### src/design/otp_trim_defs.svh
`ifndef OTP_TRIM_DEFS_SVH
`define OTP_TRIM_DEFS_SVH

// Register addresses
`define SW_TRIM_ADDR    8'h01
`define LIN_TRIM_ADDR   8'h02
`define FUSE_CTRL_ADDR  8'hff

// Field layout
`define SW_TRIM_W       6
`define LIN_TRIM_W      4
`define READ_BIT        0
`define WRITE_BIT       2
`define BURNED_BIT      4

// Reset values
`define SW_TRIM_RST     6'h1f
`define LIN_TRIM_RST    4'h7
`define FUSE_CTRL_RST   8'h08

// Timing
`define MCLK_KHZ        100000
`define OSC_KHZ         500
`define READ_TIME_US    50
`define OSC_DIV_CYC     (`MCLK_KHZ / `OSC_KHZ)
`define READ_TICKS      ((`READ_TIME_US * `OSC_KHZ) / 1000)

// Thermal shutdown
`define TSD_TRIP_C      165
`define TSD_HYST_C      25

`endif

### src/design/otp_trim_pkg.sv
`include "otp_trim_defs.svh"

package otp_trim_pkg;

  typedef enum logic {
    RD_IDLE = 1'b0,
    RD_RUN  = 1'b1
  } rd_state_e;

  typedef enum logic [1:0] {
    SEL_NONE = 2'b00,
    SEL_SW   = 2'b01,
    SEL_LIN  = 2'b10,
    SEL_CTRL = 2'b11
  } reg_sel_e;

  typedef struct packed {
    logic                     burned;
    logic [`SW_TRIM_W-1:0]    switcher_trim;
    logic [`LIN_TRIM_W-1:0]   linear_trim;
  } fuse_word_s;

  typedef struct packed {
    logic       wr;
    logic [7:0] addr;
    logic [7:0] wdata;
  } reg_req_s;

endpackage

### src/design/fuse_read_timer.sv
`timescale 1ns/1ps
`include "otp_trim_defs.svh"

module fuse_read_timer #(
  parameter int OSC_DIV    = `OSC_DIV_CYC,
  parameter int READ_TICKS = `READ_TICKS
) (
  input  wire logic mclk_i,
  input  wire logic resetn_i,
  input  wire logic start_i,
  output logic      osc_en_o,
  output logic      done_o
);
  import otp_trim_pkg::*;

  localparam int DW = $clog2(OSC_DIV);
  localparam int TW = $clog2(READ_TICKS);

  if (OSC_DIV < 2 || READ_TICKS < 2) begin : g_bad
    $error("fuse_read_timer: OSC_DIV and READ_TICKS must be at least 2");
  end

  rd_state_e       state_r, state_nxt;
  logic [DW-1:0]   div_r, div_nxt;
  logic [TW-1:0]   tick_r, tick_nxt;
  logic            done_r, done_nxt;

  always_comb begin
    state_nxt = state_r;
    div_nxt   = div_r;
    tick_nxt  = tick_r;
    done_nxt  = 1'b0;
    case (state_r)
      RD_IDLE: begin
        // RULE_18 busy starts ignored
        // Starts are ignored while running so a cycle is never cut short
        if (start_i) begin
          state_nxt = RD_RUN;
          div_nxt   = '0;
          tick_nxt  = '0;
        end
      end
      RD_RUN: begin
        // RULE_08 oscillator tick counters
        if (div_r == DW'(OSC_DIV - 1)) begin
          div_nxt = '0;
          // RULE_10 read length
          if (tick_r == TW'(READ_TICKS - 1)) begin
            state_nxt = RD_IDLE;
            done_nxt  = 1'b1;
          end else begin
            tick_nxt = tick_r + 1'b1;
          end
        end else begin
          div_nxt = div_r + 1'b1;
        end
      end
      default: state_nxt = RD_IDLE;
    endcase
  end

  always_ff @(posedge mclk_i or negedge resetn_i) begin
    if (!resetn_i) begin
      state_r <= RD_IDLE;
      div_r   <= '0;
      tick_r  <= '0;
      done_r  <= 1'b0;
    end else begin
      state_r <= state_nxt;
      div_r   <= div_nxt;
      tick_r  <= tick_nxt;
      done_r  <= done_nxt;
    end
  end

  // RULE_07 oscillator only during read
  assign osc_en_o = (state_r == RD_RUN);
  assign done_o   = done_r;
endmodule

### src/design/otp_trim_ctrl.sv
// Function
// RULE_01 - Host holds program bit at least 25 ms
// RULE_02 - One burn commits both trim fields together
// RULE_03 - Host loads both trims before programming
// RULE_04 - Program bit selects 8V supply, else 5V
// RULE_05 - Writing read bit starts fuse reload
// RULE_06 - Read bit always reads back zero
// RULE_07 - Oscillator runs only during fuse read
// RULE_08 - Read timing from oscillator-clocked counters (here the counters run on mclk, divided by OSC_DIV)
// RULE_09 - Read starts at power-on reset
// RULE_10 - Fuse load takes about 50 us
// RULE_11 - Read command clears itself
// RULE_12 - All fuse registers load at once
// RULE_13 - Over 165C disables drivers, 25C hysteresis
// RULE_14 - Burned bit refreshed only by reads
// RULE_15 - Switcher trim is bits 5:0
// RULE_16 - Linear trim is bits 3:0
// RULE_17 - Supply raised exactly while bit set
// RULE_18 - Read during read cannot corrupt trims
`timescale 1ns/1ps
`include "otp_trim_defs.svh"

module otp_trim_ctrl #(
  parameter int OSC_DIV    = `OSC_DIV_CYC,
  parameter int READ_TICKS = `READ_TICKS,
  parameter int TRIP_C     = `TSD_TRIP_C,
  parameter int HYST_C     = `TSD_HYST_C
) (
  input  wire logic                    mclk_i,
  input  wire logic                    resetn_i,
  input  wire otp_trim_pkg::reg_req_s  reg_req_i,
  output logic [7:0]                   reg_rdata_o,
  input  wire logic                    en_pin_i,
  input  wire logic                    undervoltage_lockout_ok_i,
  input  wire otp_trim_pkg::fuse_word_s fuse_data_i,
  output logic                         fuse_rd_en_o,
  output logic                         osc_en_o,
  output logic                         fuse_program_supply_hi_o,
  output otp_trim_pkg::fuse_word_s     fuse_prog_word_o,
  output logic [`SW_TRIM_W-1:0]        switcher_trim_o,
  output logic [`LIN_TRIM_W-1:0]       linear_trim_o,
  input  wire logic [7:0]              temp_c_i,
  output logic                         drv_disable_o
);
  import otp_trim_pkg::*;

  function automatic reg_sel_e decode_sel(input logic [7:0] addr);
    if (addr == `SW_TRIM_ADDR) begin
      return SEL_SW;
    end else if (addr == `LIN_TRIM_ADDR) begin
      return SEL_LIN;
    end else if (addr == `FUSE_CTRL_ADDR) begin
      return SEL_CTRL;
    end else begin
      return SEL_NONE;
    end
  endfunction

  logic [`SW_TRIM_W-1:0]  sw_trim_r, sw_trim_nxt;
  logic [`LIN_TRIM_W-1:0] lin_trim_r, lin_trim_nxt;
  logic                   burned_r, burned_nxt;
  logic                   write_r, write_nxt;
  fuse_word_s             prog_r, prog_nxt;
  logic [7:0]             rdata_r, rdata_nxt;
  logic                   pwr_prev_r, pwr_prev_nxt;

  reg_sel_e sel;
  logic     ctrl_wr;
  logic     rd_cmd;
  logic     pwr_ok;
  logic     por_start;
  logic     rd_start;
  logic     rd_done;
  logic     rd_busy;

  assign sel     = decode_sel(reg_req_i.addr);
  assign ctrl_wr = reg_req_i.wr && (sel == SEL_CTRL);

  // RULE_05 read command
  // RULE_11 not stored, so it clears itself
  assign rd_cmd = ctrl_wr && reg_req_i.wdata[`READ_BIT];

  // RULE_09 power-on read
  assign pwr_ok    = en_pin_i && undervoltage_lockout_ok_i;
  assign por_start = pwr_ok && !pwr_prev_r;
  assign rd_start  = rd_cmd || por_start;

  fuse_read_timer #(
    .OSC_DIV    (OSC_DIV),
    .READ_TICKS (READ_TICKS)
  ) u_timer (
    .mclk_i   (mclk_i),
    .resetn_i (resetn_i),
    .start_i  (rd_start),
    .osc_en_o (rd_busy),
    .done_o   (rd_done)
  );

  thermal_guard #(
    .TRIP_C (TRIP_C),
    .HYST_C (HYST_C)
  ) u_thermal (
    .mclk_i        (mclk_i),
    .resetn_i      (resetn_i),
    .temp_c_i      (temp_c_i),
    .drv_disable_o (drv_disable_o)
  );

  always_comb begin
    sw_trim_nxt  = sw_trim_r;
    lin_trim_nxt = lin_trim_r;
    burned_nxt   = burned_r;
    write_nxt    = write_r;
    prog_nxt     = prog_r;
    pwr_prev_nxt = pwr_ok;

    // RULE_15 switcher trim field
    if (reg_req_i.wr && sel == SEL_SW) begin
      sw_trim_nxt = reg_req_i.wdata[`SW_TRIM_W-1:0];
    end
    // RULE_16 linear trim field
    if (reg_req_i.wr && sel == SEL_LIN) begin
      lin_trim_nxt = reg_req_i.wdata[`LIN_TRIM_W-1:0];
    end
    // RULE_04 supply select
    // RULE_17 no timeout
    if (ctrl_wr) begin
      write_nxt = reg_req_i.wdata[`WRITE_BIT];
    end

    // RULE_02 snapshot both fields
    if (write_nxt && !write_r) begin
      prog_nxt.burned        = 1'b1;
      prog_nxt.switcher_trim = sw_trim_r;
      prog_nxt.linear_trim   = lin_trim_r;
    end

    // RULE_12 simultaneous load
    // RULE_14 burned refreshed only here
    // A host write in the load cycle loses: the fuse copy is what was asked for
    if (rd_done) begin
      sw_trim_nxt  = fuse_data_i.switcher_trim;
      lin_trim_nxt = fuse_data_i.linear_trim;
      burned_nxt   = fuse_data_i.burned;
    end
  end

  // RULE_06 read bit reads zero
  always_comb begin
    rdata_nxt = 8'h00;
    case (sel)
      SEL_SW: begin
        rdata_nxt[`SW_TRIM_W-1:0] = sw_trim_r;
      end
      SEL_LIN: begin
        rdata_nxt[`LIN_TRIM_W-1:0] = lin_trim_r;
      end
      SEL_CTRL: begin
        rdata_nxt              = `FUSE_CTRL_RST;
        rdata_nxt[`BURNED_BIT] = burned_r;
        rdata_nxt[`WRITE_BIT]  = write_r;
        rdata_nxt[`READ_BIT]   = 1'b0;
      end
      default: rdata_nxt = 8'h00;
    endcase
  end

  always_ff @(posedge mclk_i or negedge resetn_i) begin
    if (!resetn_i) begin
      sw_trim_r  <= `SW_TRIM_RST;
      lin_trim_r <= `LIN_TRIM_RST;
      burned_r   <= 1'b0;
      write_r    <= 1'b0;
      prog_r     <= '0;
      rdata_r    <= 8'h00;
      pwr_prev_r <= 1'b0;
    end else begin
      sw_trim_r  <= sw_trim_nxt;
      lin_trim_r <= lin_trim_nxt;
      burned_r   <= burned_nxt;
      write_r    <= write_nxt;
      prog_r     <= prog_nxt;
      rdata_r    <= rdata_nxt;
      pwr_prev_r <= pwr_prev_nxt;
    end
  end

  assign reg_rdata_o              = rdata_r;
  // RULE_12 sense covers load
  // The load edge comes one cycle after the oscillator stops, so sensing is held through it
  assign fuse_rd_en_o             = rd_busy || rd_done;
  assign osc_en_o                 = rd_busy;
  assign fuse_program_supply_hi_o = write_r;
  assign fuse_prog_word_o         = prog_r;
  assign switcher_trim_o          = sw_trim_r;
  assign linear_trim_o            = lin_trim_r;

  // Check-only count of mclk cycles with the oscillator on in the current read; a restarted read would overrun it
  localparam logic [31:0] READ_LEN = 32'(OSC_DIV * READ_TICKS);

  logic [31:0] busy_cnt_r, busy_cnt_nxt;

  always_comb begin
    busy_cnt_nxt = 32'h0;
    if (rd_busy) begin
      busy_cnt_nxt = busy_cnt_r + 32'h1;
    end
  end

  always_ff @(posedge mclk_i or negedge resetn_i) begin
    if (!resetn_i) begin
      busy_cnt_r <= 32'h0;
    end else begin
      busy_cnt_r <= busy_cnt_nxt;
    end
  end
endmodule

### src/design/thermal_guard.sv
`timescale 1ns/1ps
`include "otp_trim_defs.svh"

module thermal_guard #(
  parameter int TRIP_C = `TSD_TRIP_C,
  parameter int HYST_C = `TSD_HYST_C
) (
  input  wire logic       mclk_i,
  input  wire logic       resetn_i,
  input  wire logic [7:0] temp_c_i,
  output logic            drv_disable_o
);
  import otp_trim_pkg::*;

  if (TRIP_C > 255 || HYST_C < 1 || HYST_C > TRIP_C) begin : g_bad
    $error("thermal_guard: trip or hysteresis out of range");
  end

  localparam logic [7:0] TRIP_T = 8'(TRIP_C);
  localparam logic [7:0] REL_T  = 8'(TRIP_C - HYST_C);

  logic hot_r, hot_nxt;

  // RULE_13 trip with hysteresis
  always_comb begin
    hot_nxt = hot_r;
    if (temp_c_i > TRIP_T) begin
      hot_nxt = 1'b1;
    end else if (temp_c_i < REL_T) begin
      hot_nxt = 1'b0;
    end
  end

  always_ff @(posedge mclk_i or negedge resetn_i) begin
    if (!resetn_i) begin
      hot_r <= 1'b0;
    end else begin
      hot_r <= hot_nxt;
    end
  end

  assign drv_disable_o = hot_r;
endmodule

### config.mk
export PLATFORM = sky130hd
export DESIGN_NAME = otp_trim_ctrl
export DESIGN_NICKNAME = d
export VERILOG_FILES = /design/src/design/otp_trim_pkg.sv /design/src/design/fuse_read_timer.sv /design/src/design/otp_trim_ctrl.sv /design/src/design/thermal_guard.sv
export VERILOG_INCLUDE_DIRS = /design/src /design/src/design
export SDC_FILE = /design/constraint.sdc
export NUM_CORES = 1
export LEC_CHECK = 0
export ABC_AREA = 0
export BUFFER_PORTS_ARGS = -buffer_cell sky130_fd_sc_hd__buf_2
export CAP_MARGIN = 5
export CORE_AREA = 2 2 82 84
export CTS_CLUSTER_DIAMETER = 60
export CTS_CLUSTER_SIZE = 28
export DETAILED_ROUTE_END_ITERATION = 6
export DIE_AREA = 0 0 84 86
export PLACE_DENSITY = 0.66
export SETUP_SLACK_MARGIN = 0.15
export SYNTH_ARGS = -nofsm -noshare
export SYNTH_HDL_FRONTEND = slang
export SYNTH_HIERARCHICAL = 1
export SYNTH_SLANG_ARGS = --single-unit
### constraint.sdc
create_clock -name mclk_i -period 1.65 [get_ports mclk_i]
set_clock_uncertainty 0.05 [all_clocks]
set_input_delay 0.33 -clock mclk_i [delete_from_list [all_inputs] [get_ports mclk_i]]
set_output_delay 0.33 -clock mclk_i [all_outputs]
set_load 0.05 [all_outputs]
* Word-level counts from Yosys, hierarchy flattened
Cells that the tools add are included.
** Storage, ports and cells
- Bits in registers :: 46
- Bits of input ports :: 40
- Output and inout port bits :: 33
- Word-level logic and storage cells :: 71
** Cells by class
- $add $sub $neg :: 2
- Order comparisons :: 2
- Equal/unequal tests :: 11
- Muxes and demuxes :: 26
- Bitwise logic cells :: 1
- Reduce and logical (&&, ||, !) cells :: 15
** Operators with widths (count)
- 8-bit == test (second input constant) :: 2
- 8-bit two-way mux :: 2
- 8-bit case mux with 2 select lines :: 1
- 5-bit two-way mux :: 3
- 6-bit two-way mux :: 2
- 4-bit case mux with 3 select lines :: 1
- 5-bit case mux with 2 select lines :: 1
- 1-bit two-way mux :: 9
- 8-bit by 1-bit adder with 8-bit output (second input constant) :: 1
- 8-bit by 1-bit == test with 1-bit output (second input constant) :: 1
- 8-bit by 2-bit == test with 1-bit output (second input constant) :: 1
- 8-bit > comparator (second input constant) :: 1
- 8-bit less-than comparator (second input constant) :: 1
- 4-bit two-way mux :: 2
- 1-bit logical AND :: 7
- 2-bit two-way mux :: 3
- 2-bit inequality test (second input constant) :: 3
- 2-bit nonzero test :: 3
- 5-bit by 1-bit adder with 5-bit output (second input constant) :: 1
- 5-bit == test (second input constant) :: 1
- 2-bit == test (second input constant) :: 2
- 2-bit case mux with 2 select lines :: 1
- 3-bit AND reduction :: 1
- 2-bit by 1-bit == test with 1-bit output (second input constant) :: 1
- other kinds (4) :: 6

* Depth between registers and ports, before layout
- Word-level depth :: 10
- Depth in mapped cells :: 6
- Gate-level depth less buffers :: 6

* Cells and area by module
Netlist, hierarchy kept.
** By module, submodules not included
- otp_trim_ctrl :: instances 1, cells an instance 127, area an instance 1497.7 um^2, sequential area each 760.7 um^2
- fuse_read_timer :: instances 1, cells an instance 102, area an instance 932.1 um^2, sequential area each 375.4 um^2
- thermal_guard :: instances 1, cells an instance 6, area an instance 61.3 um^2, sequential area each 25.0 um^2

* Least setup slack after synthesis
No wires, ideal clock.
- Path type :: reg2reg
- Start :: reg u_timer.state_r (netlist: u_timer/osc_en_o)
- End :: reg u_timer.div_r[7]
- Setup time :: 0.087 ns
- Data arrival time :: 1.569 ns
- Data required time :: 1.513 ns
- Slack :: -0.055 ns
- Cell stages (with the launch flop) :: 5
- Buffers on the path :: 1
- Period minus slack after synthesis :: 1.705 ns
- Path through :: dfrtp_1 > buf_2 > inv_1 > or4_1 > o211ai_1
** On the way
- Longest elaborated chain between the ends :: 2
- Elaborated cells between the ends (all ways) :: 3
- Those cells by class :: eq/ne: 1; mux: 1; bitwise: 1
** RTL lines
- start, declared :: line fuse_read_timer.sv:23 : rd_state_e state_r, state_nxt;
- start signal, assigned :: line fuse_read_timer.sv:69 : state_r <= state_nxt;
- 1-bit inverter :: line fuse_read_timer.sv:33 : case (state_r)
- 8-bit case mux with 2 select lines / 2-bit inequality test (equally long branches)
- end signal, assigned :: line fuse_read_timer.sv:70 : div_r <= div_nxt;
- end, declared :: line fuse_read_timer.sv:24 : logic [DW-1:0] div_r, div_nxt;
Several ways; a longest one is shown, not always the timed one.
A chain may end at the register's enable or synchronous reset.

* Worst setup path after layout
- Start :: reg u_timer.tick_r[0]
- End :: reg u_timer.tick_r[2]
** On the way
- Longest elaborated chain between the ends :: 4
- Elaborated cells between the ends (all ways) :: 7
- Those cells by class :: add/sub: 1; eq/ne: 2; mux: 3; reduce/logical: 1
** RTL lines
- start, declared :: line fuse_read_timer.sv:25 : logic [TW-1:0] tick_r, tick_nxt;
- start signal, assigned :: line fuse_read_timer.sv:71 : tick_r <= tick_nxt;
- 5-bit by 1-bit adder with 5-bit output :: line fuse_read_timer.sv:52 : tick_nxt = tick_r + 1'b1;
- 5-bit two-way mux :: line fuse_read_timer.sv:48 : if (tick_r == TW'(READ_TICKS - 1)) begin
- 5-bit two-way mux :: line fuse_read_timer.sv:45 : if (div_r == DW'(OSC_DIV - 1)) begin
- 5-bit case mux with 2 select lines :: line fuse_read_timer.sv:33
Several ways; a longest one is shown, not always the timed one. The select of a mux whose other input is x is not followed.

==> qor.yml <==
portBuffers: 67
ys_seq_area_share_pct: 46.61
syn_avg_cell_area_sq_um: 10.60
synthesis.instances: 235
switching_share_pct: 34.96
vias: 2294
grt_pass1_vias: 2182
post-dp-hpwl_um: 4440
dp_cells: 400
drt_first_pass_iters: 4
synth_enable_flop_cells: 0
cts_tree: "yes"
drc: 0
final_antenna_net_count: 0
status: "finished, final reports clean"
power_switching_w: 0.001170
routed_via_density: 5.410
finalPower_w: 0.003345
setup_viol_count_final: 0
die_y_um: 86
startpoint: "u_timer/tick_r[0]"
grt.total_usage_pct: 17.87
core_area_sq_um: 6277
powerDensity_nw_per_um2: 966.6
synthArstFlopShare_pct: 100.0
hold-path-cell-count: 2
clock-root-buffer: "clkbuf_8"
wire_per_inst_um: 14.81
syn2layout_area_growth_pct: 38.93
crit_type: "flop to flop"
num_antenna_cells: 0
combPwrFrac_pct: 34.1
rows: 29
crit_slowest_cell: "dfrtp_1"
drv_cap: 0
fin_crit_sh_pct: 93.97
final_layout_size_suffix_gt1_share_pct: 47.55
clk_latency_ns: 0.31
htreeDepth: 2
power_frac_seq_pct: 44.4
initial_core_util_pct: 39.69
synth_cell_type_count: 51
ys_ff_latch: 46
path_cells: "inv_2, ha_4, and4b_1, or4_1, o311ai_1"
cp_slowest_stage_delay_ns: 0.44
fmax_mhz: 645.0
die_area_sq_um: 7224
cts-buffers-inserted: 5
critPathRequiredTime_ns: 1.80
reg2reg_to: "u_timer/tick_r[2]"
yosysWarnings: 6
syn_area_sq_um: 2491
clock-sinks: 46
final_nets: 390
slew_viol_final: 0
wl_um: 6281
period_needed_ns: 1.551
ir_drop_mv: 0.5519
final_cells: 424
grt_pass1_wl_um: 10430
worstPathMaxFanout: 4
rsz0062_at_grt: "true"
grt_max_degree: 47
cts.clk_slew.worst_paths_ns: 0.09
setup.worst_path.end: "u_timer/tick_r[2]"
worstSetupEndpointType: "flop"
hold_class: "primary input to flop"
fin_area_sq_um: 3461
rr_startpoint: "u_timer/tick_r[0]"
clockPowerShare_pct: 21.5
power_leakage_nw: 1.597
gr-total-overflow: 0
p_int_w: 0.002176
r2r_slack_ns: 0.1
final-hold-violation-count: 0
gp_congestion: 0.8391
synth-main-ff-cell: "dfrtp_1"
ioPinCount: 73
reg2reg_depth: 5
place_area_sq_um: 3151
cts_max_path_buffers: 2
arrival_ns: 1.70
drt_iter0_markers: 74
die_w_um: 84
antenna_found_initial: 0
startpoint_type: "flop"
==> placed cells by master (no fill, tap or decap), drive strengths merged, types with 7 or more instances in the layout <==
cell / synthesis / routed
o31ai: 10 / 10
nand2: 11 / 11
and2: 8 / 8
inv: 8 / 9
dfrtp: 38 / 38
buf: 9 / 115
dfstp: 8 / 8
nor2: 7 / 7
a21oi: 11 / 11
nor2b: 13 / 13
o21ai: 10 / 10
a41oi: 10 / 10
mux2: 12 / 12
==> through the flow <==
stage | hold WS, ns | setup TNS [ns] | setup WS (ns) | util [%]
floorplan | -0.01559 | 0 | 0.1162 | -
global placement | 0.2814 | -1.062 | -0.1068 | 50.19
detailed placement | 0.2792 | -1.464 | -0.1443 | 50.19
CTS | 0.1915 | 0 | 0.1106 | 54.16
global route | 0.1866 | 0 | 0.03103 | 55.13
finish | 0.1983 | 0 | 0.09949 | 55.13
==> power by group through the flow <==
stage	Clock [W]	Combinational [W]	Sequential [W]
3_5_place_dp	0	0.000922	0.00148
3_3_place_gp	0	0.000903	0.00148
2_1_floorplan	0	0.000469	0.00158
6_report	0.000719	0.00114	0.00149
5_1_grt	0.000793	0.00126	0.00151
4_1_cts	0.000739	0.00106	0.00148
==> worst min-delay path by stage <==
stage / from / end / slack, ns
6_report: temp_c_i[7] / u_thermal/drv_disable_o / 0.20
5_1_grt: temp_c_i[7] / u_thermal/drv_disable_o / 0.19
4_1_cts: temp_c_i[7] / u_thermal/drv_disable_o / 0.19
3_5_place_dp: resetn_i / fuse_prog_word_o[1] / 0.28
3_3_place_gp: resetn_i / reg_rdata_o[1] / 0.28
2_1_floorplan: resetn_i / burned_r / -0.02
==> metal layers <==
| layer | routed length, um | part of all wire (%) | vias up | track usage, % |
|---|---|---|---|---|
| met3 | 255 | 4.1 | 13 | 3.657 |
| met5 | 0 | 0 | - | 0 |
| met4 | 130 | 2.1 | 0 | 5.132 |
| met2 | 3253 | 52 | 60 | 31.42 |
| li1 | - | - | 1106 | - |
| met1 | 2642 | 42 | 1115 | 22.36 |
==> timing repair <==
action	CTS	global route
endpoints found under the hold margin	38	0
endpoints found under the setup margin	14	17
setup buffers	11	4
pin swaps	5	2
hold buffers	1	0
gates resized for setup	21	8
==> cell families after synthesis <==
kind of cell    synth area share (%)
compound gates                 18.73
fa+ha+maj                      2.009
flops                          46.61
simple gates                   22.15
xor+xnor                      0.3516
mux                            5.424
buf+inv                        4.570
other cells                   0.1505
==> cell type report <==
type / instances / area, sq um
fillers: 557 / 2816
multi-input cells: 169 / 1290
flip-flops and latches: 46 / 1166
repair buffers: 116 / 785.8
well taps: 77 / 96.34
clock buffers: 5 / 68.82
inverters: 8 / 30.03
clock inverters: 3 / 23.77
==> worst max-delay path: cells and delay by family (launching register included) <==
| family | cells | cell delay (ns) |
|---|---|---|
| simple gates | 2 | 0.63 |
| compound gates | 1 | 0.09 |
| flops | 1 | 0.44 |
| fa+ha+maj | 1 | 0.15 |
| buf+inv | 1 | 0.08 |
==> synth_stat cells (5+ instances only) <==
master	n	area, sq um
inv_1	8	30.03
dfstp_2	8	210.2
a41oi_1	10	87.58
o31ai_1	10	75.07
o21ai_0	8	40.04
nand3_1	6	30.03
nor2b_1	13	81.33
nand2b_1	5	31.28
a21oi_1	11	55.05
a31oi_1	5	31.28
and2_1	8	50.05
o211ai_1	6	45.04
nand2_1	11	41.29
dfrtp_1	38	950.9
nor2_1	7	26.28
or4_1	5	37.54
mux2_2	12	135.1
==> registers in the layout, indices dropped and copies added, names as in the netlist <==
name and count:
switcher_trim_o 6, fuse_prog_word_o 11, u_thermal/drv_disable_o 1, u_timer/div_r 8, reg_rdata_o 6, linear_trim_o 4
fuse_program_supply_hi_o 1, burned_r 1, pwr_prev_r 1, u_timer/tick_r 5, u_timer/osc_en_o 1, u_timer/done_o 1
(Power assumes the default switching activity.)
